## src/shared/lane_config_pkg.sv

```systemverilog
// Purpose: Shared constants for the eight-lane standby and profile configuration block.
// Assumes: APB register access with one 32-bit word per register.
// Notes:   Register indices are kept; the byte address is four times the index.
package lane_config_pkg;

   localparam int unsigned LANES      = 8;
   localparam int unsigned ADDR_W     = 12;
   localparam int unsigned DATA_W     = 32;
   localparam int unsigned RESULT_W   = 16;
   localparam int unsigned HEADER_W   = 8;
   localparam int unsigned TICK_W     = 5;

   // Register indices as numbered in the map, and their byte addresses.
   localparam logic [1:0] IDX_CHANNEL_STANDBY_CONTROL     = 2'h0;
   localparam logic [1:0] IDX_PROFILE_A_FILTER_DECIMATION = 2'h1;
   localparam logic [1:0] IDX_PROFILE_B_FILTER_DECIMATION = 2'h2;
   localparam logic [1:0] IDX_CHANNEL_PROFILE_SELECTOR    = 2'h3;
   localparam logic [ADDR_W-1:0] ADDR_CHANNEL_STANDBY_CONTROL     = 12'h000;
   localparam logic [ADDR_W-1:0] ADDR_PROFILE_A_FILTER_DECIMATION = 12'h004;
   localparam logic [ADDR_W-1:0] ADDR_PROFILE_B_FILTER_DECIMATION = 12'h008;
   localparam logic [ADDR_W-1:0] ADDR_CHANNEL_PROFILE_SELECTOR    = 12'h00C;

   // Values after reset.
   localparam logic [7:0] RST_CHANNEL_STANDBY_CONTROL     = 8'h00;
   localparam logic [3:0] RST_PROFILE_A_FILTER_DECIMATION = 4'hD;
   localparam logic [3:0] RST_PROFILE_B_FILTER_DECIMATION = 4'hD;
   localparam logic [7:0] RST_CHANNEL_PROFILE_SELECTOR    = 8'h00;

   // Profile field layout.
   localparam int unsigned PROFILE_FILTER_BIT = 3;
   localparam int unsigned PROFILE_DEC_MSB    = 2;
   localparam int unsigned PROFILE_W          = 4;

   // Decimation codes; codes above x512 all mean x1024.
   localparam logic [2:0] DEC_X32  = 3'h0;
   localparam logic [2:0] DEC_X64  = 3'h1;
   localparam logic [2:0] DEC_X128 = 3'h2;
   localparam logic [2:0] DEC_X256 = 3'h3;
   localparam logic [2:0] DEC_X512 = 3'h4;

   // Base ticks per result, minus one, as a mask over the tick counter.
   localparam logic [TICK_W-1:0] MASK_X32   = 5'h00;
   localparam logic [TICK_W-1:0] MASK_X64   = 5'h01;
   localparam logic [TICK_W-1:0] MASK_X128  = 5'h03;
   localparam logic [TICK_W-1:0] MASK_X256  = 5'h07;
   localparam logic [TICK_W-1:0] MASK_X512  = 5'h0F;
   localparam logic [TICK_W-1:0] MASK_X1024 = 5'h1F;
   localparam logic [TICK_W-1:0] TICK_RST   = 5'h00;

   // Slot header layout.
   localparam int unsigned HDR_REPEAT_BIT  = 0;
   localparam int unsigned HDR_LANE_LSB    = 1;
   localparam int unsigned HDR_FILTER_BIT  = 4;

endpackage

```

## src/logic/lane_config.sv

```systemverilog
// Purpose: Standby and filter profile registers for eight converter lanes, with the
//          data stream slotting that those settings imply.
// Assumes: APB slave, base_conv_tick pulses once per x32 output period, all inputs
//          synchronous to pclk.
// Notes:   Reads are registered in the setup phase; every access ends after one
//          access cycle.
//
// Contract
// - Each lane enters standby on its own bit, 1 standby and 0 enabled.
// - A standby lane keeps its slot, carrying a zero header and a zero 16-bit result.
// - Standby of lane 0 switches off the common-mode voltage output.
// - Standby of lane 4 switches off the crystal excitation circuitry.
// - Two profiles, A and B, each hold a filter type and a decimation rate for any lane.
// - With mixed rates, data ready follows the fastest decimation in use.
// - A slower lane updates at its own rate, showing zero data and a repeat flag in between.
// - Profile bit 3 picks wideband or sinc5, and bits 2 to 0 pick x32 up to x1024.
// - Selector bit n maps lane n to profile A on 0 and profile B on 1.
// - Profile A resets to 0x0D, sinc5 at x1024.
// - Profile B resets to 0x0D, sinc5 at x1024.
// - The standby register resets to 0x00 with all lanes enabled.
// - The selector resets to 0x00 with every lane on profile A.
`timescale 1ns/1ns
`default_nettype none

module lane_config (
   // Clock and reset
   input  wire  logic                                                     pclk,
   input  wire  logic                                                     presetn,
   // APB slave
   input  wire  logic [lane_config_pkg::ADDR_W-1:0]                       paddr,
   input  wire  logic                                                     psel,
   input  wire  logic                                                     penable,
   input  wire  logic                                                     pwrite,
   input  wire  logic [lane_config_pkg::DATA_W-1:0]                       pwdata,
   input  wire  logic [3:0]                                               pstrb,
   output logic       [lane_config_pkg::DATA_W-1:0]                       prdata,
   output logic                                                           pready,
   output logic                                                           pslverr,
   // Conversion input
   input  wire  logic                                                     base_conv_tick,
   input  wire  logic [lane_config_pkg::LANES-1:0][lane_config_pkg::RESULT_W-1:0] conv_result,
   // Output stream
   output logic                                                           data_ready,
   output logic       [lane_config_pkg::LANES-1:0][lane_config_pkg::HEADER_W-1:0] slot_header,
   output logic       [lane_config_pkg::LANES-1:0][lane_config_pkg::RESULT_W-1:0] slot_data,
   // Analog controls
   output logic                                                           common_mode_voltage_out,
   output logic                                                           crystal_drive_enable,
   output logic       [lane_config_pkg::LANES-1:0]                        lane_filter_sinc5,
   output logic       [lane_config_pkg::LANES-1:0]                        standby_lane
);

   ////////////////////////////////////////////////////////////////////////////////////
   // State.

   typedef struct packed {
      logic [7:0]                                   standby;
      logic [lane_config_pkg::PROFILE_W-1:0]        prof_a;
      logic [lane_config_pkg::PROFILE_W-1:0]        prof_b;
      logic [7:0]                                   pick;
      logic [lane_config_pkg::TICK_W-1:0]           tick_cnt;
      logic                                         drdy;
      logic [lane_config_pkg::LANES-1:0][lane_config_pkg::HEADER_W-1:0] hdr;
      logic [lane_config_pkg::LANES-1:0][lane_config_pkg::RESULT_W-1:0] dat;
      logic [lane_config_pkg::DATA_W-1:0]           rdata;
   } state_type;

   state_type state_r;
   state_type state_nxt;

   ////////////////////////////////////////////////////////////////////////////////////
   // Functions.

   // Nested masks make the fastest rate the AND of the masks in use.
   function automatic logic [lane_config_pkg::TICK_W-1:0] dec_mask(
      input logic [lane_config_pkg::PROFILE_W-1:0] prof
   );
      logic [2:0] code;
      code = prof[lane_config_pkg::PROFILE_DEC_MSB:0];
      case (code)
         lane_config_pkg::DEC_X32:  dec_mask = lane_config_pkg::MASK_X32;
         lane_config_pkg::DEC_X64:  dec_mask = lane_config_pkg::MASK_X64;
         lane_config_pkg::DEC_X128: dec_mask = lane_config_pkg::MASK_X128;
         lane_config_pkg::DEC_X256: dec_mask = lane_config_pkg::MASK_X256;
         lane_config_pkg::DEC_X512: dec_mask = lane_config_pkg::MASK_X512;
         default:                   dec_mask = lane_config_pkg::MASK_X1024;
      endcase
   endfunction

   function automatic logic [lane_config_pkg::PROFILE_W-1:0] lane_profile(
      input state_type                             s,
      input int unsigned                           lane
   );
      lane_profile = s.pick[lane] ? s.prof_b : s.prof_a;
   endfunction

   function automatic logic addr_mapped(
      input logic [lane_config_pkg::ADDR_W-1:0] addr
   );
      addr_mapped = (addr[1:0] == 2'h0) && (addr[lane_config_pkg::ADDR_W-1:4] == '0);
   endfunction

   ////////////////////////////////////////////////////////////////////////////////////
   // Next state.

   logic                                 acc_write;
   logic [lane_config_pkg::TICK_W-1:0]   fast_mask;
   logic                                 fast_hit;

   always_comb begin
      logic [1:0]                               idx;
      logic [lane_config_pkg::PROFILE_W-1:0]    prof;
      logic [lane_config_pkg::TICK_W-1:0]       mask;
      idx       = paddr[3:2];
      prof      = '0;
      mask      = '0;
      state_nxt = state_r;
      acc_write = psel && penable && pwrite && addr_mapped(paddr) && pstrb[0];

      // Read data is captured in the setup cycle and stands through the access cycle.
      if (psel && !penable) begin
         state_nxt.rdata = '0;
         if (addr_mapped(paddr)) begin
            case (idx)
               lane_config_pkg::IDX_CHANNEL_STANDBY_CONTROL:
                  state_nxt.rdata[7:0] = state_r.standby;
               lane_config_pkg::IDX_PROFILE_A_FILTER_DECIMATION:
                  state_nxt.rdata[3:0] = state_r.prof_a;
               lane_config_pkg::IDX_PROFILE_B_FILTER_DECIMATION:
                  state_nxt.rdata[3:0] = state_r.prof_b;
               lane_config_pkg::IDX_CHANNEL_PROFILE_SELECTOR:
                  state_nxt.rdata[7:0] = state_r.pick;
               default:
                  state_nxt.rdata = '0;
            endcase
         end
      end

      if (acc_write) begin
         case (idx)
            lane_config_pkg::IDX_CHANNEL_STANDBY_CONTROL:
               state_nxt.standby = pwdata[7:0];
            lane_config_pkg::IDX_PROFILE_A_FILTER_DECIMATION:
               state_nxt.prof_a = pwdata[3:0];
            lane_config_pkg::IDX_PROFILE_B_FILTER_DECIMATION:
               state_nxt.prof_b = pwdata[3:0];
            lane_config_pkg::IDX_CHANNEL_PROFILE_SELECTOR:
               state_nxt.pick = pwdata[7:0];
            default:
               state_nxt.pick = state_r.pick;
         endcase
      end

      // Only lanes that are awake set the pace; all asleep leaves the slowest rate.
      fast_mask = lane_config_pkg::MASK_X1024;
      for (int unsigned n = 0; n < lane_config_pkg::LANES; n++) begin
         if (!state_r.standby[n]) begin
            fast_mask = fast_mask & dec_mask(lane_profile(state_r, n));
         end
      end
      fast_hit = base_conv_tick && ((state_r.tick_cnt & fast_mask) == fast_mask);

      state_nxt.drdy = fast_hit;
      if (base_conv_tick) begin
         state_nxt.tick_cnt = state_r.tick_cnt + 5'h01;
      end

      if (fast_hit) begin
         for (int unsigned n = 0; n < lane_config_pkg::LANES; n++) begin
            prof = lane_profile(state_r, n);
            mask = dec_mask(prof);
            state_nxt.hdr[n] = '0;
            state_nxt.dat[n] = '0;
            if (!state_r.standby[n]) begin
               state_nxt.hdr[n][lane_config_pkg::HDR_LANE_LSB +: 3] = 3'(n);
               state_nxt.hdr[n][lane_config_pkg::HDR_FILTER_BIT] =
                  prof[lane_config_pkg::PROFILE_FILTER_BIT];
               if ((state_r.tick_cnt & mask) == mask) begin
                  state_nxt.dat[n] = conv_result[n];
               end else begin
                  state_nxt.hdr[n][lane_config_pkg::HDR_REPEAT_BIT] = 1'b1;
               end
            end
         end
      end
   end

   always_ff @(posedge pclk or negedge presetn) begin
      if (!presetn) begin
         state_r          <= '0;
         state_r.standby  <= lane_config_pkg::RST_CHANNEL_STANDBY_CONTROL;
         state_r.prof_a   <= lane_config_pkg::RST_PROFILE_A_FILTER_DECIMATION;
         state_r.prof_b   <= lane_config_pkg::RST_PROFILE_B_FILTER_DECIMATION;
         state_r.pick     <= lane_config_pkg::RST_CHANNEL_PROFILE_SELECTOR;
         state_r.tick_cnt <= lane_config_pkg::TICK_RST;
      end else begin
         state_r <= state_nxt;
      end
   end

   ////////////////////////////////////////////////////////////////////////////////////
   // Outputs.

   assign prdata      = state_r.rdata;
   assign pready      = 1'b1;
   assign pslverr     = psel && penable && !addr_mapped(paddr);
   assign data_ready  = state_r.drdy;
   assign slot_header = state_r.hdr;
   assign slot_data   = state_r.dat;
   assign standby_lane = state_r.standby;
   // Lane 0 owns the common-mode buffer, lane 4 the crystal driver.
   assign common_mode_voltage_out = !state_r.standby[0];
   assign crystal_drive_enable    = !state_r.standby[4];

   always_comb begin
      logic [lane_config_pkg::PROFILE_W-1:0] lane_prof;
      lane_prof         = '0;
      lane_filter_sinc5 = '0;
      for (int unsigned n = 0; n < lane_config_pkg::LANES; n++) begin
         lane_prof            = lane_profile(state_r, n);
         lane_filter_sinc5[n] = lane_prof[lane_config_pkg::PROFILE_FILTER_BIT];
      end
   end

   ////////////////////////////////////////////////////////////////////////////////////
   // Checks.

   // A slot is built from the standby bits of the cycle before data ready rises.
   logic [lane_config_pkg::LANES-1:0] slot_nonzero;
   logic                              repeat_slots_ok;
   always_comb begin
      slot_nonzero    = '0;
      repeat_slots_ok = 1'b1;
      for (int unsigned n = 0; n < lane_config_pkg::LANES; n++) begin
         slot_nonzero[n] = (slot_header[n] != '0) || (slot_data[n] != '0);
         if (slot_header[n][lane_config_pkg::HDR_REPEAT_BIT] && slot_data[n] != '0) begin
            repeat_slots_ok = 1'b0;
         end
      end
   end
endmodule

`default_nettype wire

```

## config.mk

```make
export PLATFORM = sky130hd
export DESIGN_NAME = lane_config
export DESIGN_NICKNAME = d
export VERILOG_FILES = /design/src/shared/lane_config_pkg.sv /design/src/logic/lane_config.sv
export SDC_FILE = /design/constraint.sdc
export NUM_CORES = 1
export LEC_CHECK = 0
export ABC_CLOCK_PERIOD_IN_PS = 2400
export BUFFER_PORTS_ARGS = -buffer_cell sky130_fd_sc_hd__buf_2
export CORE_AREA = 2 2 166 168
export DETAILED_ROUTE_END_ITERATION = 12
export DIE_AREA = 0 0 168 170
export GPL_TIMING_DRIVEN = 0
export HOLD_SLACK_MARGIN = 0.06
export PLACE_DENSITY = 0.75
export RECOVER_POWER = 25
export SLEW_MARGIN = 15
export SYNTH_ARGS = -nofsm -noshare
export SYNTH_HDL_FRONTEND = slang
export SYNTH_SLANG_ARGS = --single-unit
```

## constraint.sdc

```tcl
create_clock -name pclk -period 2.4 [get_ports pclk]
set_input_delay 0.12 -clock pclk [delete_from_list [all_inputs] [get_ports pclk]]
set_output_delay 0.12 -clock pclk [all_outputs]
set_load 0.1 [all_outputs]
```

==> impl_metrics.tcl, run 1 <==
set metrics [dict create \
    overflow 0 \
    clock_path_buffers 2 \
    dp_cells 1941 \
    grt_usage 0.250 \
    drt-total-wl_um 36500 \
    final_cells 2131 \
    setup_ws_ns -0.346 \
    switching_power_w 0.00455 \
    num_rows 60 \
    min_period_over_period 1.14 \
    drtIter0Drc 669 \
    yosysTopAreaCell "dfrtp_1" \
    first_pass_iters 6 \
    ios 427 \
    root_buffer "clkbuf_16" \
    combPwrFrac 0.385 \
    fin_tns_setup_ns -41.14 \
    drv_cap 0 \
    synthFlopType "dfrtp_1" \
    synth_cells 1201 \
    status "finished, violations left" \
    syn_area_um2 11400 \
    hold_class "input pin to flip-flop" \
    fmax_mhz 364 \
    coreArea_um2 26700 \
    synth_top_area_frac 0.402 \
    drc 0 \
    grt_max_degree 98 \
    ant_nets 0 \
    cts_buffers 17 \
    timing.final.crit_period_ns 2.75 \
    wl_per_cell_um 17.1 \
    cts_max_level 4 \
    clockPowerShare 0.270 \
    finalHoldViolCount 0 \
    portBuffers 338 \
    yosysMostFrequentCell "buf_4" \
    worstMarginPinSlew_ns 1.39 \
    worstPathArrival_ns 3.06 \
    initial_core_util 0.428 \
    skew_ns 0.0171 \
    cp-start-kind "flip-flop" \
    die_h_um 170 \
    path_class "flip-flop to flip-flop" \
    relSlewSlack 0.0761 \
    p_total_w 0.0105 \
    place.gp.congestion 0.942 \
    cts.clk_slew.worst_paths_ns 0.08 \
    synth-seq-cells 189 \
    nets 1964 \
    end_kind "flip-flop" \
    leakagePower_nw 9.20 \
    intPower_w 0.00591 \
    grt_pass1_vias 10500 \
    crit_fanout 10 \
    cts_sinks 189 \
    max-vdd-ir-drop_v 0.000350 \
    synth_area_leaders "dfrtp_1, buf_4, mux2i_1" \
    power-per-cell-area_nw_per_um2 638 \
    ys_warn_count 0 \
    rsz0062_at_grt "true" \
    die_w_um 168 \
    worst_skew_pair.late_latency_ns 0.43 \
    required_ns 2.72 \
    via_per_inst 4.78 \
    yosys-top-cells-count "buf_4, dfrtp_1, mux2i_1, nand2_1, inv_1" \
    cts_tree "yes" \
    dieArea_um2 28600 \
    yosys.cell_types.count 53 \
    antenna_found_initial 0 \
    synth-edff-count 0 \
    place_ws_ns -0.956 \
    hpwl_um 24400 \
    violations "setup timing" \
    setup_violations 152 \
    via_count 10200 \
    seq_power_share 0.345 \
    p_sw_frac 0.435 \
    drv_slew 0 \
    area_growth_pct 43.9 \
    syn_avg_cell_area_um2 9.50 \
    grt_pass1_wl_um 56100 \
    drive_above_1_share 0.431 \
    synth-async-reset-ratio 1.00 \
    ys_seq_area_frac 0.415 \
]
-- placed cells by master, fill, tap and decap left out, drive strengths merged, types with 2 or more instances in the layout --
cell type      n
a21oi         32
inv          156
nand2b         6
o21a           3
a31oi          3
clkbuf        41
a222oi         5
conb          61
and2           4
clkinvlp       2
mux2          49
xnor2          3
a2111oi        4
a22oi          5
clkinv         8
nor4           7
dfstp          6
dlygate4sd3  138
nor3          21
a211oi         6
buf          631
mux2i        153
a21o           4
nand2        153
a221oi         2
nand3          4
and3           2
or3            2
o211ai         3
nand4          3
nor2          34
o22ai         11
ha             6
o21ai         15
dfrtp        183
o221ai         4
a211o          5
-- final timing paths --
check / cells past startpoint / endpoint / start / slack [ns]
hold / removal: 5 / prdata[2] / paddr[10] / 0.15
max in group asynchronous: 4 / slot_data[82] / presetn / 0.45
setup / recovery: 12 / slot_data[6] / state_r[242] / -0.35
hold reg to reg: 2 / prdata[6] / prdata[6] / 0.50
min in group asynchronous: 3 / slot_data[12] / presetn / 0.81
setup reg to reg: 12 / slot_data[6] / state_r[242] / -0.35
-- state kept, by name, indices dropped and copies added (netlist names) --
name,cells
data_ready,1
prdata,8
slot_data,128
slot_header,23
standby_lane,8
state_r,21
-- power groups by stage --
stage | sequential [W] | clock (W) | combinational [W]
2_1_floorplan | 0.00362 | 0 | 0.00311
3_3_place_gp | 0.00365 | 0 | 0.00368
3_5_place_dp | 0.00366 | 0 | 0.00373
4_1_cts | 0.00360 | 0.00289 | 0.00399
5_1_grt | 0.00364 | 0.00302 | 0.00419
6_report | 0.00361 | 0.00282 | 0.00403
-- logic make-up after synthesis --
logic type                 Yosys count  synth area share
AOI/OAI and AO/OA                  109            0.0686
xor gates and xnor gates             4           0.00307
adders and majority gates            6           0.00658
buffers and inverters              449             0.234
DFF                                189             0.415
muxes                              202             0.183
other                                2          0.000659
and+or+nand+nor                    240            0.0891
-- layer usage --
metal,GRT usage,wire length (µm),share of wire,up-vias
met1,0.288,14500,0.40,4913
met5,0,0,0,-
li1,-,-,-,4747
met3,0.0465,1860,0.051,109
met2,0.450,18600,0.51,426
met4,0.116,1540,0.042,0
-- per-stage QoR --
step	utilization	hold WS [ns]	area, µm²
CTS	0.612	0.153	16300
detailed placement	0.519	0.187	13800
finish	0.616	0.154	16400
global route	0.616	0.171	16400
floorplan	-	-0.176	11600
global placement	0.516	0.364	13800
-- critical path, cell delays in order (launching register included) --
cell and delay (ns):
dfstp_2 0.58, buf_4 0.21, buf_6 0.18, nor3_1 0.06, a21oi_1 0.21, o221ai_2 0.14, nor4_2 0.37, nor4_2 0.09
buf_4 0.17, buf_6 0.12, buf_12 0.15, buf_12 0.16, mux2i_4 0.19
-- layout make-up --
cell class | count | area (µm²)
Antenna cell | 1 | 2.50
Buffer | 293 | 2300
Clock buffer | 17 | 425
Clock inverter | 15 | 154
Fill cell | 2108 | 10200
Inverter | 151 | 571
Multi-Input combinational cell | 622 | 4390
Sequential cell | 189 | 4740
Tap cell | 341 | 427
Timing Repair Buffer | 502 | 3400
-- what timing repair did --
| action | in CTS | in global routing |
|---|---|---|
| gates resized for setup | 91 | 33 |
| setup buffers | 16 | 4 |
| hold endpoints to repair | 250 | 0 |
| hold buffers | 138 | 0 |
| pin swaps | 13 | 6 |
| cloned | 4 | 0 |
| setup endpoints to repair | 155 | 152 |
Power figures use the tool's default switching activity.
==> run 2: changes to the inputs <==
--- a/config.mk
+++ b/config.mk
@@ -6,13 +6,13 @@
 export NUM_CORES = 1
 export LEC_CHECK = 0
 export ABC_CLOCK_PERIOD_IN_PS = 2400
-export BUFFER_PORTS_ARGS = -buffer_cell sky130_fd_sc_hd__buf_2
 export CORE_AREA = 2 2 166 168
 export DETAILED_ROUTE_END_ITERATION = 12
 export DIE_AREA = 0 0 168 170
+export DONT_BUFFER_PORTS = 1
 export GPL_TIMING_DRIVEN = 0
 export HOLD_SLACK_MARGIN = 0.06
-export PLACE_DENSITY = 0.75
+export PLACE_DENSITY = 0.6
 export RECOVER_POWER = 25
 export SLEW_MARGIN = 15
 export SYNTH_ARGS = -nofsm -noshare
==> run 2 against run 1 <==
  * The run ends with hold timing, setup timing left
  * Register-to-register slack improved by 0.02 ns
  * Final cell count fell by 16%
  * Count of clock-buffer cells in the layout did not move
==> impl_metrics.tcl, run 2 (synthesized netlist as in run 1, its figures left out) <==
set metrics [dict create \
    status "finished, violations left" \
    violations "hold timing, setup timing" \
    crit_fanout 7 \
    place.gp.congestion 0.938 \
    coreArea_um2 26700 \
    grt_usage 0.221 \
    max-vdd-ir-drop_v 0.000494 \
    area_growth_pct 28.1 \
    worstPathCellList "clkinvlp_4 > and2_4 > a22oi_2 > nand2_1 > nor4_2 > nor4_2 > buf_4 > buf_6 > buf_6 > clkbuf_16 > mux2i_1" \
    rsz0062_at_grt "true" \
    antenna_found_initial 1 \
    cts_max_level 4 \
    first_pass_iters 5 \
    drv_cap 0 \
    finalHoldViolCount 189 \
    min_period_over_period 1.13 \
    seq_power_share 0.357 \
    setup_ws_ns -0.323 \
    hold_class "input pin to asynchronous set/reset pin" \
    power-per-cell-area_nw_per_um2 693 \
    overflow 0 \
    cts_tree "yes" \
    intPower_w 0.00580 \
    largest_reg_flops 128 \
    critPathSlowestCell "clkinvlp_4" \
    grt_pass1_vias 8628 \
    worst_skew_pair.late_latency_ns 0.44 \
    clock_path_buffers 2 \
    cts_buffers 17 \
    setup_violations 152 \
    final_cell_mix "buf_4, dfrtp_1, nand2_1" \
    timing.final.crit_period_ns 2.72 \
    ios 427 \
    cts_sinks 189 \
    combPwrFrac 0.356 \
    crit_path_max_incr_delay_ns 0.50 \
    root_buffer "clkbuf_16" \
    die_w_um 168 \
    skew_ns 0.0212 \
    portBuffers 0 \
    required_ns 2.76 \
    p_total_w 0.0101 \
    worstPathArrival_ns 3.08 \
    final_common_cell "buf_4" \
    num_rows 60 \
    clockPowerShare 0.287 \
    die_h_um 170 \
    drc 0 \
    via_count 8585 \
    place_ws_ns -1.03 \
    whs_ns -0.622 \
    drt-total-wl_um 32500 \
    relSlewSlack 0.309 \
    dieArea_um2 28600 \
    diodes 0 \
    nets 1618 \
    drtIter0Drc 709 \
    worstMarginPinSlew_ns 1.03 \
    drive_above_1_share 0.299 \
    fmax_mhz 367 \
    cts.clk_slew.worst_paths_ns 0.08 \
    drv_slew 0 \
    ctsHoldBuffers 137 \
    ant_nets 0 \
    initial_core_util 0.428 \
    wl_per_cell_um 18.2 \
    switching_power_w 0.00433 \
    p_sw_frac 0.427 \
    leakagePower_nw 7.81 \
    grt_max_degree 190 \
    grt_pass1_wl_um 49100 \
    cp-start-kind "flip-flop" \
    hpwl_um 22500 \
    via_per_inst 4.81 \
    end_kind "flip-flop" \
    path_class "flip-flop to flip-flop" \
]
[run 2: final timing paths]
kind                                 start               to  slack, ns  cells past startpoint
hold reg to reg                  prdata[5]        prdata[5]       0.50                      2
hold / removal                     presetn        prdata[3]      -0.62                      0
min in group pclk                paddr[10]        prdata[2]       0.06                      4
max in group asynchronous          presetn  standby_lane[0]       2.50                      0
setup reg to reg           standby_lane[0]   slot_data[126]      -0.32                     11
setup / recovery           standby_lane[0]   slot_data[126]      -0.32                     11
[run 2: layout make-up]
| class | instances | area [µm²] |
|---|---|---|
| Buffer | 293 | 2270 |
| Clock inverter | 15 | 173 |
| Clock buffer | 17 | 425 |
| Sequential cell | 189 | 4740 |
| Multi-Input combinational cell | 622 | 4400 |
| Timing Repair Buffer | 156 | 1600 |
| Inverter | 151 | 571 |
| Tap cell | 341 | 427 |
| Fill cell | 2344 | 12000 |
[run 2: power groups by stage]
stage / combinational, W / sequential [W] / clock (W)
final: 0.00361 / 0.00361 / 0.00291
after global routing: 0.00375 / 0.00364 / 0.00312
after CTS: 0.00357 / 0.00361 / 0.00299
after detailed placement: 0.00334 / 0.00367 / 0
after global placement: 0.00332 / 0.00366 / 0
after floorplan: 0.00311 / 0.00362 / 0
[run 2: stage by stage]
stage	area, µm²	instances	TNS (ns)	hold WS [ns]	utilization
after floorplan	11600	1260	-0.266	-0.176	-
after global placement	12100	1601	-99.12	-0.166	0.453
after detailed placement	12100	1601	-89.20	-0.167	0.453
after CTS	14400	1780	-30.28	-0.642	0.539
after global routing	14600	1784	-48.27	-0.649	0.548
final	14600	1784	-37.00	-0.622	0.548
[run 2: repair_timing]
action / 4_1_cts / 5_1_grt
hold endpoints to repair: 346 / 189
resized for setup: 72 / 41
pin swaps: 5 / 3
endpoints found under the setup margin: 152 / 152
gates cloned: 0 / 4
setup buffers: 13 / 2
[run 2: critical path: cells and delay by family (launching register included)]
| kind | cells | cell delay (ns) |
|---|---|---|
| multiplexers | 1 | 0.16 |
| flip-flops | 1 | 0.43 |
| buffers and inverters | 5 | 1.09 |
| AND/OR/NAND/NOR | 4 | 0.84 |
| AO/OA/AOI/OAI | 1 | 0.14 |
[run 2: routing by layer]
metal  wire (µm)  track usage  vias to the layer above
met1       13000        0.264                     4100
met5          13            0                        -
met3        2150       0.0498                       57
met4         784       0.0741                        2
li1            -            -                     4058
met2       16600        0.393                      368
